`config.mk`:
```
export PLATFORM = sky130hd
export DESIGN_NAME = rfc_regs
export DESIGN_NICKNAME = d
export VERILOG_FILES = /design/src/core/rfc_pkg.sv /design/src/core/rfc_regs.sv
export VERILOG_INCLUDE_DIRS = /design/src /design/src/core
export SDC_FILE = /design/constraint.sdc
export NUM_CORES = 1
export LEC_CHECK = 0
export ABC_AREA = 0
export BUFFER_PORTS_ARGS = -buffer_cell sky130_fd_sc_hd__buf_2
export CORE_MARGIN = 2
export CORE_UTILIZATION = 45
export CTS_BUF_LIST = sky130_fd_sc_hd__clkbuf_2
export DETAILED_ROUTE_END_ITERATION = 12
export PLACE_DENSITY = 0.66
export SLEW_MARGIN = 20
export SYNTH_ARGS = -nofsm -noshare
export SYNTH_HDL_FRONTEND = slang
export SYNTH_SLANG_ARGS = --single-unit
```
`constraint.sdc`:
```
create_clock -name ref_clk -period 7 [get_ports ref_clk]
set_clock_uncertainty 0.15 [all_clocks]
set_input_delay 1.4 -clock ref_clk [delete_from_list [all_inputs] [get_ports ref_clk]]
set_output_delay 1.4 -clock ref_clk [all_outputs]
set_load 0.02 [all_outputs]
```
`src/core/rfc_defines.svh`:
```
// Register indices, field positions and reset values of the converter
`ifndef RFC_DEFINES_SVH
`define RFC_DEFINES_SVH

`define RFC_IDX_CLK       16'h5067
`define RFC_IDX_CTL       16'h53a0
`define RFC_IDX_TRG       16'h53a2
`define RFC_IDX_MCL       16'h53a4
`define RFC_IDX_MCH       16'h53a6
`define RFC_IDX_TCL       16'h53a8
`define RFC_IDX_TCH       16'h53aa
`define RFC_IDX_IMSK      16'h53ac
`define RFC_IDX_IFLG      16'h53ae

`define CONVERTER_CLOCK_SETUP_DIV_HI    5
`define CONVERTER_CLOCK_SETUP_DIV_LO    4
`define CONVERTER_CLOCK_SETUP_SRC_HI    3
`define CONVERTER_CLOCK_SETUP_SRC_LO    2
`define CONVERTER_CLOCK_SETUP_GATE      0
`define CONVERTER_CONTROL_CONT      7
`define CONVERTER_CONTROL_EVT       6
`define CONVERTER_CONTROL_MODE_HI   5
`define CONVERTER_CONTROL_MODE_LO   4
`define CONVERTER_CONTROL_CHAN      1
`define CONVERTER_CONTROL_ON        0
`define OSCILLATION_TRIGGER_B         2
`define OSCILLATION_TRIGGER_A         1
`define OSCILLATION_TRIGGER_REF       0
`define RFC_FLG_TB_OVF    4
`define RFC_FLG_MS_OVF    3
`define RFC_FLG_B         2
`define RFC_FLG_A         1
`define RFC_FLG_REF       0
`define RFC_NFLAG         5

`define RFC_DIV_RST       2'h0
`define RFC_MODE_RST      2'h0
`define RFC_CNT_RST       24'h000000
`define RFC_CNT_MAX       24'hffffff
`define RFC_CNT_ONE       24'h000001
`define RFC_FLAG_NONE     5'h00
`define RFC_DIVCNT_RST    3'h0
`define RFC_DIVCNT_ONE    3'h1
`define RFC_IDX_TOP_ZERO  14'h0000

`endif

```
`src/core/rfc_pkg.sv`:
```
// Types shared by the converter register block
package rfc_pkg;

  typedef enum logic [1:0] {
    RFC_BUS_IDLE      = 2'b00,
    RFC_BUS_WRITE     = 2'b01,
    RFC_BUS_READ_WAIT = 2'b10,
    RFC_BUS_READ_DONE = 2'b11
  } rfc_bus_state_type;

  typedef enum logic [1:0] {
    RFC_SRC_INTERNAL  = 2'b00,
    RFC_SRC_LOW_SPEED = 2'b01,
    RFC_SRC_HIGH_SPD  = 2'b10,
    RFC_SRC_RESERVED  = 2'b11
  } converter_clock_setup_src_type;

  typedef enum logic [1:0] {
    RFC_OSC_DC_RES    = 2'b00,
    RFC_OSC_AC_RES    = 2'b01,
    RFC_OSC_CAP       = 2'b10,
    RFC_OSC_RESERVED  = 2'b11
  } rfc_osc_type_type;

endpackage : rfc_pkg

```
`src/core/rfc_regs.sv`:
```
// Converter control and counter registers behind an AHB-Lite slave
// Behaviour
// divider field divides clock 1,2,4,8; the code leaves the low-speed source undivided
// source field picks internal, low, high oscillator
// control bit selects event counter mode
// two-bit field selects sensor oscillation type
// sensor B bit starts, stops, shows run
// sensor A bit starts, stops, shows run
// low time base half readable and writable
// high time base byte, upper bits zero
// time base overflow sets write-one-clear flag
// oscillation completion sets write-one-clear flags
// 24-bit measurement counter, low and high
//
// The implementer's own choice: register access over AHB-Lite.
`timescale 1ns/10ps
`include "rfc_defines.svh"

module rfc_regs (
  input  wire logic        ref_clk,      // 25 MHz clock
  input  wire logic        sys_rst,      // Synchronous reset
  input  wire logic        ce,           // Clock enable
  input  wire logic        hsel,         // Slave select
  input  wire logic [31:0] haddr,        // Byte address
  input  wire logic [1:0]  htrans,       // Transfer type
  input  wire logic        hwrite,       // Write when high
  input  wire logic [2:0]  hsize,        // Word only
  input  wire logic [31:0] hwdata,       // Write data
  input  wire logic        hready,       // Bus ready
  output logic             hreadyout,    // Slave ready
  output logic             hresp,        // Always OKAY
  output logic      [31:0] hrdata,       // Read data
  input  wire logic        int_osc_tick, // Internal oscillator tick
  input  wire logic        low_osc_tick, // Low-speed oscillator tick
  input  wire logic        hi_osc_tick,  // High-speed oscillator tick
  input  wire logic        osc_edge,     // Edge of running oscillation
  output logic             ref_drive,    // Reference oscillation drive
  output logic             sens_a_drive, // Sensor A oscillation drive
  output logic             sens_b_drive, // Sensor B oscillation drive
  output logic      [1:0]  osc_type_out, // Sensor oscillation type
  output logic             channel_out,  // Conversion channel
  output logic             irq           // Level interrupt
);

  function automatic logic [2:0] div_mask(input logic [1:0] d);
    div_mask = 3'((4'h1 << d) - 4'h1);
  endfunction : div_mask

  function automatic logic idx_hit(input logic [15:0] a,
                                   input logic [15:0] b);
    idx_hit = (a == b);
  endfunction : idx_hit

  rfc_pkg::rfc_bus_state_type bus_state;
  rfc_pkg::converter_clock_setup_src_type   converter_clk_source_sel;
  logic [1:0]  converter_clk_divider;
  logic        converter_clk_gate_on;
  logic        continuous_osc_on;
  logic        event_count_mode_on;
  logic [1:0]  sensor_osc_type;
  logic        channel_pick;
  logic        converter_on;
  logic        reference_osc_run;
  logic        sensor_a_osc_run;
  logic        sensor_b_osc_run;
  logic [23:0] measurement_count;
  logic [23:0] time_base_count;
  logic [4:0]  flag;
  logic [4:0]  mask;
  logic [2:0]  div_cnt;
  logic        ap_ok;
  logic [15:0] ap_idx;
  logic        take;
  logic        wr_en;
  logic        wr_clk, wr_ctl, wr_trg, wr_mcl, wr_mch;
  logic        wr_tcl, wr_tch, wr_imsk, wr_iflg;
  logic [31:0] rd_value;
  logic        src_tick, divide_on, conv_tick;
  logic        sel_ref, sel_a, sel_b, osc_active;
  logic        meas_step, meas_wrap, done_any, tb_step, tb_wrap;
  logic [4:0]  next_flag;
  logic [4:0]  flag_set;

  // Bus slave
  assign take  = hsel && htrans[1] && hready;
  assign wr_en = (bus_state == rfc_pkg::RFC_BUS_WRITE) && ap_ok;

  always_ff @(posedge ref_clk)
  begin
    if (sys_rst)
    begin
      bus_state <= rfc_pkg::RFC_BUS_IDLE;
      hreadyout <= 1'b1;
      hresp     <= 1'b0;
      hrdata    <= 32'h0;
      ap_ok     <= 1'b0;
      ap_idx    <= 16'h0;
    end
    else if (ce)
    begin
      case (bus_state)
        rfc_pkg::RFC_BUS_READ_WAIT:
        begin
          // A wait state lets a write just before be seen
          hrdata    <= rd_value;
          hreadyout <= 1'b1;
          bus_state <= rfc_pkg::RFC_BUS_READ_DONE;
        end
        default:
        begin
          if (take)
          begin
            ap_ok  <= (haddr[31:18] == `RFC_IDX_TOP_ZERO)
                      && (haddr[1:0] == 2'b00);
            ap_idx <= haddr[17:2];
            if (hwrite)
              bus_state <= rfc_pkg::RFC_BUS_WRITE;
            else
            begin
              bus_state <= rfc_pkg::RFC_BUS_READ_WAIT;
              hreadyout <= 1'b0;
            end
          end
          else
            bus_state <= rfc_pkg::RFC_BUS_IDLE;
        end
      endcase
    end
  end

  always_comb
  begin
    wr_clk  = 1'b0;
    wr_ctl  = 1'b0;
    wr_trg  = 1'b0;
    wr_mcl  = 1'b0;
    wr_mch  = 1'b0;
    wr_tcl  = 1'b0;
    wr_tch  = 1'b0;
    wr_imsk = 1'b0;
    wr_iflg = 1'b0;
    if (!wr_en)
      wr_clk = 1'b0;
    else if (idx_hit(ap_idx, `RFC_IDX_CLK))
      wr_clk = 1'b1;
    else if (idx_hit(ap_idx, `RFC_IDX_CTL))
      wr_ctl = 1'b1;
    else if (idx_hit(ap_idx, `RFC_IDX_TRG))
      wr_trg = 1'b1;
    else if (idx_hit(ap_idx, `RFC_IDX_MCL))
      wr_mcl = 1'b1;
    else if (idx_hit(ap_idx, `RFC_IDX_MCH))
      wr_mch = 1'b1;
    else if (idx_hit(ap_idx, `RFC_IDX_TCL))
      wr_tcl = 1'b1;
    else if (idx_hit(ap_idx, `RFC_IDX_TCH))
      wr_tch = 1'b1;
    else if (idx_hit(ap_idx, `RFC_IDX_IMSK))
      wr_imsk = 1'b1;
    else if (idx_hit(ap_idx, `RFC_IDX_IFLG))
      wr_iflg = 1'b1;
  end

  // Unmapped words read as zero; reserved bits read as zero
  always_comb
  begin
    rd_value = 32'h0;
    if (!ap_ok)
      rd_value = 32'h0;
    else if (idx_hit(ap_idx, `RFC_IDX_CLK))
      rd_value = {26'h0, converter_clk_divider, converter_clk_source_sel,
                  1'b0, converter_clk_gate_on};
    else if (idx_hit(ap_idx, `RFC_IDX_CTL))
      rd_value = {24'h0, continuous_osc_on, event_count_mode_on,
                  sensor_osc_type, 2'b00, channel_pick, converter_on};
    else if (idx_hit(ap_idx, `RFC_IDX_TRG))
      rd_value = {29'h0, sensor_b_osc_run, sensor_a_osc_run,
                  reference_osc_run};
    else if (idx_hit(ap_idx, `RFC_IDX_MCL))
      rd_value = {16'h0, measurement_count[15:0]};
    else if (idx_hit(ap_idx, `RFC_IDX_MCH))
      rd_value = {24'h0, measurement_count[23:16]};
    else if (idx_hit(ap_idx, `RFC_IDX_TCL))
      rd_value = {16'h0, time_base_count[15:0]};
    else if (idx_hit(ap_idx, `RFC_IDX_TCH))
      rd_value = {24'h0, time_base_count[23:16]};
    else if (idx_hit(ap_idx, `RFC_IDX_IMSK))
      rd_value = {27'h0, mask};
    else if (idx_hit(ap_idx, `RFC_IDX_IFLG))
      rd_value = {27'h0, flag};
  end

  // Configuration
  always_ff @(posedge ref_clk)
  begin
    if (sys_rst)
    begin
      converter_clk_divider    <= `RFC_DIV_RST;
      converter_clk_source_sel <= rfc_pkg::RFC_SRC_LOW_SPEED;
      converter_clk_gate_on    <= 1'b0;
      continuous_osc_on        <= 1'b0;
      event_count_mode_on      <= 1'b0;
      sensor_osc_type          <= `RFC_MODE_RST;
      channel_pick             <= 1'b0;
      converter_on             <= 1'b0;
      mask                     <= `RFC_FLAG_NONE;
    end
    else if (ce)
    begin
      if (wr_clk)
      begin
        converter_clk_divider    <=
          hwdata[`CONVERTER_CLOCK_SETUP_DIV_HI:`CONVERTER_CLOCK_SETUP_DIV_LO];
        converter_clk_source_sel <= rfc_pkg::converter_clock_setup_src_type'(
          hwdata[`CONVERTER_CLOCK_SETUP_SRC_HI:`CONVERTER_CLOCK_SETUP_SRC_LO]);
        converter_clk_gate_on    <= hwdata[`CONVERTER_CLOCK_SETUP_GATE];
      end
      if (wr_ctl)
      begin
        continuous_osc_on   <= hwdata[`CONVERTER_CONTROL_CONT];
        event_count_mode_on <= hwdata[`CONVERTER_CONTROL_EVT];
        sensor_osc_type     <=
          hwdata[`CONVERTER_CONTROL_MODE_HI:`CONVERTER_CONTROL_MODE_LO];
        channel_pick        <= hwdata[`CONVERTER_CONTROL_CHAN];
        converter_on        <= hwdata[`CONVERTER_CONTROL_ON];
      end
      if (wr_imsk)
        mask <= hwdata[`RFC_NFLAG-1:0];
    end
  end

  // Converter clock: the low-speed source is never divided
  always_comb
  begin
    case (converter_clk_source_sel)
      rfc_pkg::RFC_SRC_INTERNAL:  src_tick = int_osc_tick;
      rfc_pkg::RFC_SRC_LOW_SPEED: src_tick = low_osc_tick;
      rfc_pkg::RFC_SRC_HIGH_SPD:  src_tick = hi_osc_tick;
      default:                    src_tick = 1'b0;
    endcase
  end

  assign divide_on = converter_clk_source_sel != rfc_pkg::RFC_SRC_LOW_SPEED;
  assign conv_tick = converter_clk_gate_on && src_tick
    && (!divide_on || ((div_cnt & div_mask(converter_clk_divider))
                       == div_mask(converter_clk_divider)));

  always_ff @(posedge ref_clk)
  begin
    if (sys_rst)
      div_cnt <= `RFC_DIVCNT_RST;
    else if (ce)
    begin
      if (!converter_clk_gate_on)
        div_cnt <= `RFC_DIVCNT_RST;
      else if (src_tick)
        div_cnt <= div_cnt + `RFC_DIVCNT_ONE;
    end
  end

  // One oscillation counts at a time; the reference has priority
  assign sel_ref    = reference_osc_run;
  assign sel_a      = !reference_osc_run && sensor_a_osc_run;
  assign sel_b      = !reference_osc_run && !sensor_a_osc_run
                      && sensor_b_osc_run;
  assign osc_active = converter_on && (sel_ref || sel_a || sel_b);
  assign meas_step  = osc_active && osc_edge;
  assign meas_wrap  = meas_step && (measurement_count == `RFC_CNT_MAX);
  assign done_any   = meas_wrap && !event_count_mode_on;
  assign tb_step    = osc_active && !event_count_mode_on && conv_tick;
  assign tb_wrap    = tb_step && (sel_ref ?
                      (time_base_count == `RFC_CNT_MAX) :
                      (time_base_count == `RFC_CNT_RST));

  always_ff @(posedge ref_clk)
  begin
    if (sys_rst)
    begin
      reference_osc_run <= 1'b0;
      sensor_a_osc_run  <= 1'b0;
      sensor_b_osc_run  <= 1'b0;
    end
    else if (ce)
    begin
      if (wr_trg)
      begin
        reference_osc_run <= hwdata[`OSCILLATION_TRIGGER_REF];
        sensor_a_osc_run  <= hwdata[`OSCILLATION_TRIGGER_A];
        sensor_b_osc_run  <= hwdata[`OSCILLATION_TRIGGER_B];
      end
      else if (done_any && !continuous_osc_on)
      begin
        if (sel_ref)
          reference_osc_run <= 1'b0;
        if (sel_a)
          sensor_a_osc_run <= 1'b0;
        if (sel_b)
          sensor_b_osc_run <= 1'b0;
      end
    end
  end

  // Software writes take precedence over counting in the same cycle
  always_ff @(posedge ref_clk)
  begin
    if (sys_rst)
      measurement_count <= `RFC_CNT_RST;
    else if (ce)
    begin
      if (wr_mcl || wr_mch)
      begin
        if (wr_mcl)
          measurement_count[15:0] <= hwdata[15:0];
        if (wr_mch)
          measurement_count[23:16] <= hwdata[7:0];
      end
      else if (meas_step)
        measurement_count <= measurement_count + `RFC_CNT_ONE;
    end
  end

  // Time base runs up for the reference, down for a sensor
  always_ff @(posedge ref_clk)
  begin
    if (sys_rst)
      time_base_count <= `RFC_CNT_RST;
    else if (ce)
    begin
      if (wr_tcl || wr_tch)
      begin
        if (wr_tcl)
          time_base_count[15:0] <= hwdata[15:0];
        if (wr_tch)
          time_base_count[23:16] <= hwdata[7:0];
      end
      else if (tb_step && sel_ref)
        time_base_count <= time_base_count + `RFC_CNT_ONE;
      else if (tb_step)
        time_base_count <= time_base_count - `RFC_CNT_ONE;
    end
  end

  // Flags: an event in the clearing cycle survives
  assign flag_set = {tb_wrap,
                     meas_wrap && event_count_mode_on,
                     done_any && sel_b,
                     done_any && sel_a,
                     done_any && sel_ref};
  assign next_flag = (flag & ~(wr_iflg ? hwdata[`RFC_NFLAG-1:0]
                               : `RFC_FLAG_NONE)) | flag_set;

  always_ff @(posedge ref_clk)
  begin
    if (sys_rst)
    begin
      flag <= `RFC_FLAG_NONE;
      irq  <= 1'b0;
    end
    else if (ce)
    begin
      flag <= next_flag;
      irq  <= |(next_flag & mask);
    end
  end

  always_ff @(posedge ref_clk)
  begin
    if (sys_rst)
    begin
      ref_drive    <= 1'b0;
      sens_a_drive <= 1'b0;
      sens_b_drive <= 1'b0;
      osc_type_out <= `RFC_MODE_RST;
      channel_out  <= 1'b0;
    end
    else if (ce)
    begin
      ref_drive    <= converter_on && sel_ref;
      sens_a_drive <= converter_on && sel_a;
      sens_b_drive <= converter_on && sel_b;
      osc_type_out <= sensor_osc_type;
      channel_out  <= channel_pick;
    end
  end
endmodule : rfc_regs

```
* Yosys cells after proc, flatten, opt, wreduce, memory -nomap -nowiden *
Index checks and enable logic that the tools add are counted.

storage, ports and cells
  register bits = 134
  latch bits = 0
  memory bits (writable) = 0
  bits in read-only memories = 0
  input port bits = 79
  output and inout port bits = 41
  memories = 0

operators by class
  add/sub/neg operators = 5
  multiply operators = 0
  div/mod/pow operators = 0
  magnitude comparators = 0
  eq/ne operators = 23
  shift-type cells = 1
  muxes and demuxes = 92
  bitwise logic cells = 6
  reduce and logical (&&, ||, !) cells = 60

operator list
  kind                   count
  $eq 16x15->1 const B   9
  $mux 16                9
  $mux 24                5
  $mux 1                 66
  $add 24x1->24 const B  2
  $eq 24x24->1 const B   2
  $logic_and 1x1->1      25
  $logic_not 24->1       1
  $mux 8                 3
  $reduce_and 3->1       8
  $sub 24x1->24 const B  1
  $mux 5                 3
  $logic_not 14->1       1
  $reduce_and 2->1       6
  $and 5x5->5            2
  $reduce_bool 2->1      5
  $ne 2x2->1 const B     4
  $mux 2                 3
  $mux 3                 2
  $ne 2x1->1 const B     3
  $logic_not 1->1        5
  $logic_or 1x1->1       5
  $not 5->5              1
  $or 5x5->5             1
  other kinds (12)       15

* Depth between registers and ports, before layout *
Gate-level depths: netlist of run 1.

  depth after elaboration = 17
  gate-level depth with buffers = 14
  depth with buffers taken out = 13

* Worst setup path after synthesis of run 1 *
No wires, ideal clock.

  path kind = input -> register
  start = input hi_osc_tick
  end = register time_base_count[23]
  setup time = 0.070 ns
  arrival = 4.837 ns
  path slack = 1.943 ns
  cell stages on the path = 13
  cells stage by stage = mux2i_1 -> o2bb2ai_1 -> nand4b_1 -> or3b_2 -> ha_1 -> o211ai_1 -> o211ai_1 -> a41oi_1 -> or4_1 -> a31oi_1 -> xnor2_1 -> a211o_1 -> a21oi_1

between the ends
  word-level cells in the longest chain between the ends = 7

ends and longest elaborated chain
  item                                                           RTL line         source
  start, declared                                                rfc_regs.sv:35   input wire logic hi_osc_tick,
  $pmux 1 s3 (*)                                                 rfc_regs.sv:235  case (converter_clk_source_sel)
  $logic_and 1x1->1 (*)                                          rfc_regs.sv:244  assign conv_tick = converter_clk_gate_on && src_tick
  $logic_and 1x1->1 (*)                                          rfc_regs.sv:245  && (!divide_on || ((div_cnt & div_mask(converter_clk_divider))
  $logic_and 1x1->1 (*)                                          rfc_regs.sv:270  assign tb_step = osc_active && !event_count_mode_on && conv_tick;
  $logic_and 1x1->1                                              rfc_regs.sv:336  else if (tb_step && sel_ref)
  $reduce_bool 3->1 (no source line) or $mux 24 (tied branches)  n/a
  $reduce_and 3->1 (no source line) or $mux 24 (tied branches)   n/a
  end signal, assigned                                           rfc_regs.sv:334  time_base_count[23:16] <= hwdata[7:0];
  end signal, assigned                                           rfc_regs.sv:337  time_base_count <= time_base_count + `RFC_CNT_ONE;
  end signal, assigned                                           rfc_regs.sv:339  time_base_count <= time_base_count - `RFC_CNT_ONE;
  end, declared                                                  rfc_regs.sv:67   logic [23:0] time_base_count;

Every way passes the cells marked *; elsewhere a longest branch is shown, timed or not.
A chain may end at the register's enable or synchronous reset.

* Worst setup path in the final report of run 1 *
Ends and elaborated chain as after synthesis.

==> results of run 1 <==
-- cells by family after synthesis --
logic type / share of synthesized area
flops: 0.315
fa+ha+maj: 0.0444
buf+inv: 0.0524
mux: 0.0341
xor+xnor: 0.0175
simple gates: 0.275
other cells: 0.000500
compound gates: 0.261
-- worst max-delay path: stages --
cell	delay, ns
sky130_fd_sc_hd__buf_2	0.07
sky130_fd_sc_hd__mux2i_1	0.06
sky130_fd_sc_hd__o2bb2ai_1	0.39
sky130_fd_sc_hd__nand4b_1	0.24
sky130_fd_sc_hd__or3b_2	0.80
sky130_fd_sc_hd__ha_1	0.49
sky130_fd_sc_hd__o211ai_1	0.14
sky130_fd_sc_hd__o211ai_1	0.32
sky130_fd_sc_hd__a41oi_1	0.26
sky130_fd_sc_hd__or4_1	0.56
sky130_fd_sc_hd__a31oi_1	0.22
sky130_fd_sc_hd__xnor2_1	0.10
sky130_fd_sc_hd__a211o_1	0.29
sky130_fd_sc_hd__a21oi_1	0.13
-- routing by layer --
metal | global-route usage | vias to the layer above | part of all wire
li1 | - | 3740 | -
met1 | 0.358 | 3493 | 0.46
met2 | 0.409 | 289 | 0.45
met3 | 0.0494 | 46 | 0.067
met4 | 0.0860 | 0 | 0.023
met5 | 0 | - | 0
-- registers in the layout, indices dropped and copies added (netlist names), 3 cells and up --
signal,flops
hrdata,16
measurement_count,24
div_cnt,3
ap_idx,16
flag,5
time_base_count,24
mask,5
-- through the flow --
| stage | total power, mW | instances | utilization | hold WS, ns | worst slack, ns |
|---|---|---|---|---|---|
| 4_1_cts | 1.14 | 1279 | 0.496 | 0.301 | 2.06 |
| 6_report | 1.14 | 1280 | 0.496 | 0.298 | 2.04 |
| 3_3_place_gp | 0.762 | 1247 | 0.484 | 0.277 | 1.29 |
| 3_5_place_dp | 0.763 | 1247 | 0.484 | 0.276 | 1.31 |
| 5_1_grt | 1.18 | 1280 | 0.496 | 0.346 | 1.67 |
| 2_1_floorplan | 0.735 | 1012 | - | 0.281 | 1.94 |
-- layout make-up --
cell class | instances | area (um2) | area share
repair buffers | 88 | 458 | 0.0562
clock buffers | 17 | 85.1 | 0.0104
flip-flops and latches | 118 | 2360 | 0.290
diodes | 1 | 2.50 | 0.000307
inverters | 10 | 37.5 | 0.00461
well taps | 220 | 275 | 0.0338
multi-input cells | 811 | 4810 | 0.591
clock inverters | 15 | 108 | 0.0132
-- Yosys cell counts, types with 6 or more instances --
library cell | n | area [um2]
sky130_fd_sc_hd__xor2_1 | 9 | 78.8
sky130_fd_sc_hd__clkbuf_1 | 47 | 176
sky130_fd_sc_hd__inv_1 | 10 | 37.5
sky130_fd_sc_hd__a21o_1 | 11 | 82.6
sky130_fd_sc_hd__nand4_1 | 15 | 93.8
sky130_fd_sc_hd__ha_1 | 25 | 313
sky130_fd_sc_hd__and3_1 | 10 | 62.6
sky130_fd_sc_hd__a22oi_1 | 18 | 135
sky130_fd_sc_hd__nand2b_1 | 12 | 75.1
sky130_fd_sc_hd__nand3b_1 | 8 | 60.1
sky130_fd_sc_hd__nor2b_1 | 14 | 87.6
sky130_fd_sc_hd__a31oi_1 | 9 | 56.3
sky130_fd_sc_hd__o31ai_1 | 8 | 60.1
sky130_fd_sc_hd__nor3_1 | 23 | 115
sky130_fd_sc_hd__a221oi_1 | 6 | 52.6
sky130_fd_sc_hd__a311oi_1 | 12 | 105
sky130_fd_sc_hd__nand2_1 | 119 | 447
sky130_fd_sc_hd__xnor2_1 | 6 | 52.6
sky130_fd_sc_hd__and2_1 | 17 | 106
sky130_fd_sc_hd__dfxtp_1 | 118 | 2360
sky130_fd_sc_hd__nand3_1 | 37 | 185
sky130_fd_sc_hd__nor3b_1 | 7 | 52.6
sky130_fd_sc_hd__buf_4 | 18 | 135
sky130_fd_sc_hd__or3_1 | 6 | 37.5
sky130_fd_sc_hd__nor2_1 | 114 | 428
sky130_fd_sc_hd__o21ai_0 | 70 | 350
sky130_fd_sc_hd__nor4_1 | 17 | 106
sky130_fd_sc_hd__mux2i_1 | 21 | 210
sky130_fd_sc_hd__a21oi_1 | 101 | 505
sky130_fd_sc_hd__a211oi_1 | 22 | 165
-- worst paths after layout --
kind / startpoint / to / slack (ns) / cells after the start
worst max register to register: converter_clk_source_sel[1]$_SDFFE_PP0P_ / time_base_count[23]$_SDFFE_PP0P_ / 2.26 / 13
worst max-delay path: hi_osc_tick / time_base_count[23]$_SDFFE_PP0P_ / 2.04 / 14
worst min register to register: hrdata[1]$_SDFFE_PP0P_ / hrdata[1]$_SDFFE_PP0P_ / 0.30 / 2
worst min-delay path: hrdata[1]$_SDFFE_PP0P_ / hrdata[1]$_SDFFE_PP0P_ / 0.30 / 2
-- power by group --
| group | leakage (nW) | switching (mW) | internal [mW] |
|---|---|---|---|
| registers | 0.951 | 0.00260 | 0.676 |
| logic | 1.97 | 0.0506 | 0.0211 |
| clock network | 0.108 | 0.298 | 0.0920 |
| total | 3.03 | 0.351 | 0.789 |
==> reports/results.txt, run 1 <==
The flow ran to the end, and the final reports show no timing, DRC or antenna violations. The fill cell total of the finished layout came out at 1651. The buffers inserted during post-CTS setup optimization was 0; the setup TNS was 0 ns.

Synthesis instantiated 78 different standard cells from the library. Power spread over the standard cell area amounts to 140 nW/um2. Clock tree synthesis selected as its root buffer the cell sky130_fd_sc_hd__clkbuf_2.

The headroom to the max-slew limit came out at 0.308. TritonCTS built the clock tree. Timing would allow up to 201 MHz. The Yosys step of the flow raised 0 warnings.

The post-detailed-route wirelength per cell was 18.0 um. Data on the critical path arrives at its endpoint at 5.50 ns. The first global-routing pass estimated 36.3 mm of wire. Max-cap violations in this run came to 0.

The number of hold buffers added after CTS was 0. The final cycle utilization of the critical path came out at 0.709. The synthesis-to-layout area growth works out to 8.67%. The path type of the worst min-delay path was reg -> reg. The largest fanout on the critical path was 25; the height of the chip was 133 um. Critical path capture point type: a flop. The critical path is of the in -> reg type. TritonCTS created 17 clock buffers.

The run gives 1151 as the final net count. The first detailed-routing pass took 7 iterations. For the data required time of the critical path, the log shows 7.54 ns.

Clock-pin slew on the worst setup and hold paths: 0.20 ns. The worst path needs 4.96 ns of the cycle, external delays included. Summed over all nets, the half-perimeter wirelength after detailed placement is 16.4 mm. X dimension of the die: 133 um.

The logs give 0.0943 mV for the worst vdd rail ir drop and 4 for the H-tree depth. After synthesis the netlist holds a flip-flop and latch count of 118. For this run, the leading register cell type out of synthesis is sky130_fd_sc_hd__dfxtp_1.

In this run the core area contains 47 standard-cell rows. The share of final-layout standard cells stronger than drive strength 1 works out to 0.132. The worst setup path is launched from an input pin.

The initial standard-cell utilization of the core was 0.457; the total of buffers placed on input and output ports was 82. For this run, design rule violations remaining after detail routing come to 0. For the number of instances in the synthesized netlist, the log shows 996. The buffer depth of the longest clock path was 2; the cell area after synthesis was 7490 um2.

The pin count of the biggest net entering global routing was 76; the number of sinks handled by clock tree synthesis was 118. The clock latency reported for the late side of the worst-skew pair is 0.76 ns, and the share of async-settable or async-resettable flops after synthesis is 0. The overall fraction of global-route tracks in use was 0.260.

The number of primary I/O pins is 120. Setup repair after global routing left no endpoint under its margin. The logs give 16400 um2 for the core outline area and 7940 um2 for the post-placement cell area. The initial antenna violation count is 1.

In the routed layout, each cell is associated on average with a via count of 5.91. The detailed router placed 7568 vias in this run. Leaving out fill and tap cells, the most frequent cells in the layout are sky130_fd_sc_hd__nand2_1, sky130_fd_sc_hd__dfxtp_1, sky130_fd_sc_hd__nor2_1, sky130_fd_sc_hd__a21oi_1, sky130_fd_sc_hd__buf_2.

The number of max-slew violations in the final report was 0. The total grt overflow came out at 0. The share of the yosys chip area belonging to registers is 0.315, and the pin slew with the least headroom to its limit is 1.03 ns. The initial DRC count was 684. The die outline area is 17700 um2. The run gives 8140 um2 as the post-route cell area. The number of global-route vias before repair came out at 6754. At the end of routability-driven placement, the weighted congestion stood at 0.972.

Count of endpoints failing setup in the final report: 0. The tools report the quantity of gates resized following cts as 0. The final count of hold timing violations is 0, and the leakage power summed over all cells is 3.03 nW. The total wire length after detailed routing came out at 23.0 mm. The post-detailed-route count of antenna-violating nets is 0, and the mean cell area of the mapped netlist is 7.52 um2. In this run, synthesis inferred 0 flip-flops with an integrated enable. The library cell used most frequently in the layout, excluding fill and tap cells, is sky130_fd_sc_hd__nand2_1.
No activity file was read; power rests on OpenSTA's default activity.
==> inputs of run 2 (changes only) <==
==> constraint.sdc (replaced) <==
create_clock -name ref_clk -period 4.77 [get_ports ref_clk]
set_clock_uncertainty 0.15 [all_clocks]
set_input_delay 0.954 -clock ref_clk [delete_from_list [all_inputs] [get_ports ref_clk]]
set_output_delay 0.954 -clock ref_clk [all_outputs]
set_load 0.02 [all_outputs]
==> reports/results.txt, run 2 (same netlist as run 1, synthesis figures left out) <==
The largest fanout on the critical path came out at 11 (was 25). Timing would allow up to 247 MHz. The run gives 0 (unchanged) as the number of max-slew violations in the final report.

Total wire length after detailed routing: 23.4 mm (was 23.0 mm). The element type at the critical path start is a flop (was an input pin). The die outline area was 17700 um2 (unchanged); the worst vdd rail ir drop was 0.141 mV (was 0.0943 mV). The logs give 0 (unchanged) for the number of maximum-capacitance violations and 5.27 ns (was 7.54 ns) for the data required time of the critical path. For the quantity of gates resized following cts, the log shows 0 (unchanged). The logs give 7756 (was 7568) for the via total after detailed routing and 120 (unchanged) for the number of primary I/O pins. The initial DRC count was 657 (was 684).

Setup repair after global routing left no endpoint under its margin. The run gives 0 (unchanged) as the count of endpoints failing setup in the final report. The post-detailed-route wirelength per cell was 18.0 um (about the same). The initial standard-cell utilization of the core was 0.457 (unchanged); the total grt overflow was 0 (unchanged).

For the worst hold slack, the log shows 0.290 ns (was 0.298 ns). The H-tree depth was 4 (unchanged). Top library cells by usage in the layout, fill and taps aside: sky130_fd_sc_hd__nand2_1, sky130_fd_sc_hd__dfxtp_1, sky130_fd_sc_hd__nor2_1, sky130_fd_sc_hd__a21oi_1, sky130_fd_sc_hd__buf_2 (unchanged). The critical path capture point type is a flop (unchanged). The clock-pin slew on the worst setup and hold paths was 0.21 ns (was 0.20 ns); the number of sinks handled by clock tree synthesis was 118 (unchanged).

Cell with the largest stage delay on the worst path: sky130_fd_sc_hd__or3b_2 (unchanged). Post-detailed-route DRC marker count: 0 (unchanged). The buffers inserted during post-CTS setup optimization is 0 (unchanged). The placed instance count is 1268 (was 1247), and the headroom to the max-slew limit is 0.342 (was 0.308). The pin slew with the least headroom to its limit is 0.974 ns (was 1.03 ns), and the synthesis-to-layout area growth is 11.6% (was 8.67%). The average vias per placed instance came out at 5.96 (was 5.91). The number of hold-repair buffers added at the cts stage was 0 (unchanged); the height of the chip was 133 um (unchanged). Number of logic stages on the critical path including buffering: 13 (was 14). The run gives 1654 (was 1651) as the fill cell total of the finished layout. The cell area power density was 219 nW/um2 (was 140 nW/um2).

The post-DP HPWL was 16.8 mm (was 16.4 mm). The buffer type at the clock tree root was sky130_fd_sc_hd__clkbuf_2 (unchanged). The number of core rows is 47 (unchanged), and the utilization of the core after routing is 0.510 (was 0.496). The logs give 0 (unchanged) for the post-detailed-route count of antenna-violating nets and 0 ns (unchanged) for the setup TNS. The leakage power summed over all cells is 3.16 nW (was 3.03 nW).

TritonCTS built the clock tree. Number of cells on the worst hold path: 3 (was 2). List of cells traversed by the critical path: mux2i_1 -> o2bb2ai_1 -> nand4b_1 -> or3b_2 -> buf_4 -> ha_1 -> and3_1 -> a41oi_1 -> or4_1 -> a31oi_1 -> xnor2_1 -> a211o_1 -> a21oi_1 (was buf_2 -> mux2i_1 -> o2bb2ai_1 -> nand4b_1 -> or3b_2 -> ha_1 -> o211ai_1 -> o211ai_1 -> a41oi_1 -> or4_1 -> a31oi_1 -> xnor2_1 -> a211o_1 -> a21oi_1). The leading cell type in the layout, fill and taps excluded was sky130_fd_sc_hd__nand2_1 (unchanged). The count of cells along the worst register-to-register path was 13 (unchanged). Buffer depth of the longest clock path: 2 (unchanged).

Regs by FF count: measurement_count (24), time_base_count (24) (unchanged). For the number of global-route vias before repair, the log shows 7043 (was 6754). The initial antenna violation count is 1 (unchanged). The buffer and inverter count on the worst path was 1 (unchanged); the final count of hold timing violations was 0 (unchanged).

The worst endpoint data arrival time was 4.55 ns (was 5.50 ns). The global placer's final weighted congestion is 0.946 (was 0.972), and the shortest period the worst path allows is 4.05 ns. The final cycle utilization of the critical path was 0.850; the clock latency reported for the late side of the worst-skew pair was 0.71 ns (was 0.76 ns).

The tools report the final cell count without fillers as 1301 (was 1280). The critical setup path kind was reg -> reg (was in -> reg). The post-placement cell area came out at 8100 um2 (was 7940 um2).

For the number of buffers inserted during clock tree synthesis, the log shows 17 (unchanged). The critical path's largest stage delay works out to 0.59 ns (was 0.80 ns). The post-route cell area came out at 8370 um2 (was 8140 um2).

For the first-pass GRT wire length, the log shows 37.6 mm (was 36.3 mm). The run gives 1172 (was 1151) as the final net count. The number of detailed-routing iterations run before antenna repair came out at 7 (unchanged).

The x dimension of the die was 133 um (unchanged); the overall fraction of global-route tracks in use was 0.266 (was 0.260). The total of buffers placed on input and output ports works out to 82 (unchanged). The core outline area came out at 16400 um2 (unchanged). The critical path's top delay family was simple AND/OR/NAND/NOR gates (was compound AO/OA/AOI/OAI gates). The share of final-layout standard cells stronger than drive strength 1 works out to 0.150 (was 0.132). The flow ran to the end, and the final reports show no timing, DRC or antenna violations. The path type of the worst min-delay path is in -> reg (was reg -> reg). The run gives 57 (was 76) as the pin count of the biggest net entering global routing.
run 2: worst reg2reg max path: stages, from the launching register on:
cell and delay, ns:
sky130_fd_sc_hd__dfxtp_1 0.47, sky130_fd_sc_hd__mux2i_1 0.11, sky130_fd_sc_hd__o2bb2ai_1 0.23, sky130_fd_sc_hd__nand4b_1 0.16
sky130_fd_sc_hd__or3b_2 0.59, sky130_fd_sc_hd__buf_4 0.24, sky130_fd_sc_hd__ha_1 0.37, sky130_fd_sc_hd__and3_1 0.25
sky130_fd_sc_hd__a41oi_1 0.19, sky130_fd_sc_hd__or4_1 0.54, sky130_fd_sc_hd__a31oi_1 0.21, sky130_fd_sc_hd__xnor2_1 0.09
sky130_fd_sc_hd__a211o_1 0.28, sky130_fd_sc_hd__a21oi_1 0.11
run 2: metal layers:
| layer | global-route usage | vias to the layer above | share of wire |
|---|---|---|---|
| li1 | - | 3782 | - |
| met1 | 0.364 | 3629 | 0.45 |
| met2 | 0.420 | 298 | 0.45 |
| met3 | 0.0490 | 47 | 0.069 |
| met4 | 0.0980 | 0 | 0.030 |
| met5 | 0 | - | 0 |
run 2: report_power, final:
part	total, mW	internal, mW	leakage (nW)	switching (mW)
Sequential	0.996	0.992	0.951	0.00387
Clock	0.726	0.294	0.145	0.432
Combinational	0.106	0.0315	2.06	0.0750
run 2: final timing paths:
check                                endpoint                                startpoint  slack, ns
max          time_base_count[23]$_SDFFE_PP0P_  converter_clk_source_sel[1]$_SDFFE_PP0P_       0.72
min                   ap_idx[11]$_SDFFE_PP0P_                                 haddr[13]       0.29
max reg2reg  time_base_count[23]$_SDFFE_PP0P_  converter_clk_source_sel[1]$_SDFFE_PP0P_       0.72
min reg2reg           ap_idx[13]$_SDFFE_PP0P_                   ap_idx[13]$_SDFFE_PP0P_       0.32
run 2: metrics by stage:
step                power, mW  setup slack (ns)
finish                   1.83             0.717
floorplan                1.08             0.159
detailed placement       1.12             0.180
CTS                      1.84             0.723
global route             1.89             0.444
global placement         1.12             0.220
run 2: layout make-up:
type                            count  area, um2  share of cell area
Tap cell                          220        275              0.0329
Inverter                           10       37.5             0.00449
Antenna cell                        1       2.50            0.000299
Sequential cell                   118       2360               0.282
Timing Repair Buffer              109        616              0.0736
Multi-Input combinational cell    811       4810               0.575
Clock inverter                     15        178              0.0212
Clock buffer                       17       85.1              0.0102
==> inputs of run 3 (changes only) <==
--- a/config.mk
+++ b/config.mk
@@ -12,7 +12,7 @@
 export CORE_UTILIZATION = 45
 export CTS_BUF_LIST = sky130_fd_sc_hd__clkbuf_2
 export DETAILED_ROUTE_END_ITERATION = 12
-export PLACE_DENSITY = 0.66
+export PLACE_DENSITY = 0.68
 export SLEW_MARGIN = 20
 export SYNTH_ARGS = -nofsm -noshare
 export SYNTH_HDL_FRONTEND = slang
==> constraint.sdc (replaced) <==
create_clock -name ref_clk -period 3.5 [get_ports ref_clk]
set_clock_uncertainty 0.15 [all_clocks]
set_input_delay 0.7 -clock ref_clk [delete_from_list [all_inputs] [get_ports ref_clk]]
set_output_delay 0.7 -clock ref_clk [all_outputs]
set_load 0.02 [all_outputs]
==> reports/results.txt, run 3 (same netlist as run 1, synthesis figures left out) <==
The flow ran to the end, but the final reports show violations. The final reports fail on negative setup slack. The worst endpoint data arrival time came out at 4.11 ns (was 4.55 ns). The post-detailed-route DRC marker count is 0 (unchanged), and the number of sinks handled by clock tree synthesis is 118 (unchanged). The data required time of the critical path was 4.04 ns (was 5.27 ns); the post-route cell area was 9200 um2 (was 8370 um2).

The synthesis-to-layout area growth works out to 22.7% (was 11.6%). The leading cell type in the layout, fill and taps excluded was sky130_fd_sc_hd__nand2_1 (unchanged). The maximum clock frequency came out at 280 MHz (was 247 MHz). The count of endpoints failing setup in the final report is 5 (was 0), and the H-tree depth is 4 (unchanged).

The run gives 16400 um2 (unchanged) as the core outline area. Average vias per placed instance: 5.84 (was 5.96). Final cycle utilization of the critical path: 1.02 (was 0.850). The logs give 4990 um2 (was 4810 um2) for the area taken by multi-input logic gates and 2360 um2 (about the same) for the register area.

The total wire length after detailed routing is 24.4 mm (was 23.4 mm). The post-detailed-route count of antenna-violating nets came out at 0 (unchanged). The shortest period the worst path allows was 3.57 ns (was 4.05 ns); the height of the chip was 133 um (unchanged). The logs give 17 (unchanged) for the number of buffers inserted during clock tree synthesis and 2 (unchanged) for the buffer depth of the longest clock path. The initial DRC count came out at 850 (was 657). The logs give 0.370 (was 0.342) for the headroom to the max-slew limit and 0.457 (unchanged) for the initial standard-cell utilization of the core. The cell with the largest stage delay on the worst path is sky130_fd_sc_hd__or4_1 (was sky130_fd_sc_hd__or3b_2). The share of final-layout standard cells stronger than drive strength 1 is 0.216 (was 0.150), and the critical path's largest stage delay is 0.54 ns (was 0.59 ns). The clock latency reported for the late side of the worst-skew pair was 0.77 ns (was 0.71 ns); the overall power consumption was 2.55 mW (was 1.83 mW).

The tools report the buffer type at the clock tree root as sky130_fd_sc_hd__clkbuf_2 (unchanged). The total of buffers placed on input and output ports was 82 (unchanged); the fill cell total of the finished layout was 1557 (was 1654). The run gives 0 (unchanged) as the number of max-slew violations in the final report.

Top library cells by usage in the layout, fill and taps aside: sky130_fd_sc_hd__nand2_1, sky130_fd_sc_hd__dfxtp_1, sky130_fd_sc_hd__nor2_1, sky130_fd_sc_hd__a21oi_1, sky130_fd_sc_hd__buf_4 (was sky130_fd_sc_hd__nand2_1, sky130_fd_sc_hd__dfxtp_1, sky130_fd_sc_hd__nor2_1, sky130_fd_sc_hd__a21oi_1, sky130_fd_sc_hd__buf_2). For the final cell count without fillers, the log shows 1376 (was 1301). Critical setup path kind: reg -> reg (unchanged).

The largest fanout on the critical path was 11 (unchanged); the final net count was 1247 (was 1172). The tools report the element type at the critical path start as a flop (unchanged). The first-pass GRT wire length was 38.5 mm (was 37.6 mm).

The utilization of the core after routing was 0.561 (was 0.510). Regs by FF count: measurement_count (24), time_base_count (24) (unchanged). The via total after detailed routing came out at 8034 (was 7756).

The worst vdd rail ir drop was 0.242 mV (was 0.141 mV); the buffer and inverter count on the worst path was 1 (unchanged). The x dimension of the die is 133 um (unchanged). Setup repair after global routing could not meet its margin everywhere. For the global placer's final weighted congestion, the log shows 1.01 (was 0.946). The post-placement cell area came out at 8600 um2 (was 8100 um2).

For the worst hold slack, the log shows 0.0492 ns (was 0.290 ns). The number of core rows came out at 47 (unchanged). The pin count of the biggest net entering global routing is 107 (was 57), and the final count of hold timing violations is 0 (unchanged).

The number of maximum-capacitance violations is 0 (unchanged). The initial antenna violation count is 1 (unchanged). The run gives 7262 (was 7043) as the number of global-route vias before repair. Path type of the worst min-delay path: in -> reg (unchanged). Critical path capture point type: a flop (unchanged). List of cells traversed by the critical path: nor2b_2 -> o2bb2ai_2 -> nand4b_1 -> or3b_4 -> buf_12 -> ha_4 -> a21oi_2 -> o211ai_1 -> a41oi_2 -> or4_1 -> a31oi_2 -> xnor2_1 -> a211o_1 -> a21oi_1 (was mux2i_1 -> o2bb2ai_1 -> nand4b_1 -> or3b_2 -> buf_4 -> ha_1 -> and3_1 -> a41oi_1 -> or4_1 -> a31oi_1 -> xnor2_1 -> a211o_1 -> a21oi_1).

The total grt overflow is 0 (unchanged). The clock-pin slew on the worst setup and hold paths is 0.20 ns (was 0.21 ns). The run gives 3.57 nW (was 3.16 nW) as the leakage power summed over all cells. The run gives 0.274 (was 0.266) as the overall fraction of global-route tracks in use. TritonCTS built the clock tree. The final worst setup slack is -0.0724 ns (was 0.717 ns).

The pin slew with the least headroom to its limit came out at 0.941 ns (was 0.974 ns). The critical path's top delay family was simple AND/OR/NAND/NOR gates (unchanged). The cell area power density came out at 278 nW/um2 (was 219 nW/um2). The number of detailed-routing iterations run before antenna repair was 5 (was 7); the die outline area was 17700 um2 (unchanged). The number of primary I/O pins is 120 (unchanged). The run gives 1323 (was 1268) as the placed instance count. The post-detailed-route wirelength per cell was 17.7 um (was 18.0 um). For the post-DP HPWL, the log shows 17.4 mm (was 16.8 mm).
run 3: metal layers:
metal  vias up  part of all wire  GRT usage
met5         -                 0          0
met4         0             0.028      0.117
met3        56             0.073     0.0617
met2       289              0.46      0.436
met1      3749              0.43      0.359
li1       3940                 -          -
run 3: per-stage QoR:
stage	setup slack, ns	setup TNS, ns
after CTS	-0.0148	-0.0289
after detailed placement	-0.507	-5.70
after global routing	-0.245	-1.96
after floorplan	-0.421	-1.82
final	-0.0724	-0.168
after global placement	-0.472	-5.12
run 3: path summary, 6_finish.rpt:
check,depth (start not counted),start,to,slack (ns)
max,14,converter_clk_source_sel[0]$_SDFFE_PP1P_,time_base_count[23]$_SDFFE_PP0P_,-0.07
min,3,hwdata[15],measurement_count[15]$_SDFFE_PP0P_,0.05
max reg2reg,14,converter_clk_source_sel[0]$_SDFFE_PP1P_,time_base_count[23]$_SDFFE_PP0P_,-0.07
min reg2reg,2,hrdata[1]$_SDFFE_PP0P_,hrdata[1]$_SDFFE_PP0P_,0.30
run 3: worst register-to-register path, cell delays in order, from the launching register on:
cell and delay (ns):
sky130_fd_sc_hd__dfxtp_1 0.36, sky130_fd_sc_hd__nor2b_2 0.17, sky130_fd_sc_hd__o2bb2ai_2 0.13, sky130_fd_sc_hd__nand4b_1 0.14, sky130_fd_sc_hd__or3b_4 0.53, sky130_fd_sc_hd__buf_12 0.20
sky130_fd_sc_hd__ha_4 0.30, sky130_fd_sc_hd__a21oi_2 0.06, sky130_fd_sc_hd__o211ai_1 0.22, sky130_fd_sc_hd__a41oi_2 0.09, sky130_fd_sc_hd__or4_1 0.54, sky130_fd_sc_hd__a31oi_2 0.18
sky130_fd_sc_hd__xnor2_1 0.09, sky130_fd_sc_hd__a211o_1 0.25, sky130_fd_sc_hd__a21oi_1 0.13
run 3: layout make-up:
class	count	area share
multi-input cells	811	0.543
flip-flops and latches	118	0.257
repair buffers	184	0.136
well taps	220	0.0299
clock inverters	15	0.0209
clock buffers	17	0.00925
inverters	10	0.00408
diodes	1	0.000272
run 3: repair_timing:
action | in CTS | in global routing
endpoints found under the setup margin | 10 | 12
pin swaps | 2 | 6
resized for setup | 16 | 10
hold endpoints to repair | 16 | 0
hold buffers | 16 | 0
gates cloned | 0 | 0
setup buffers | 1 | 3
run 3: where the power goes:
| part | switching [mW] | total [mW] | leakage [nW] | internal (mW) |
|---|---|---|---|---|
| clock | 0.614 | 1.03 | 0.162 | 0.419 |
| sequential | 0.00542 | 1.36 | 0.952 | 1.35 |
| combinational | 0.105 | 0.162 | 2.46 | 0.0565 |
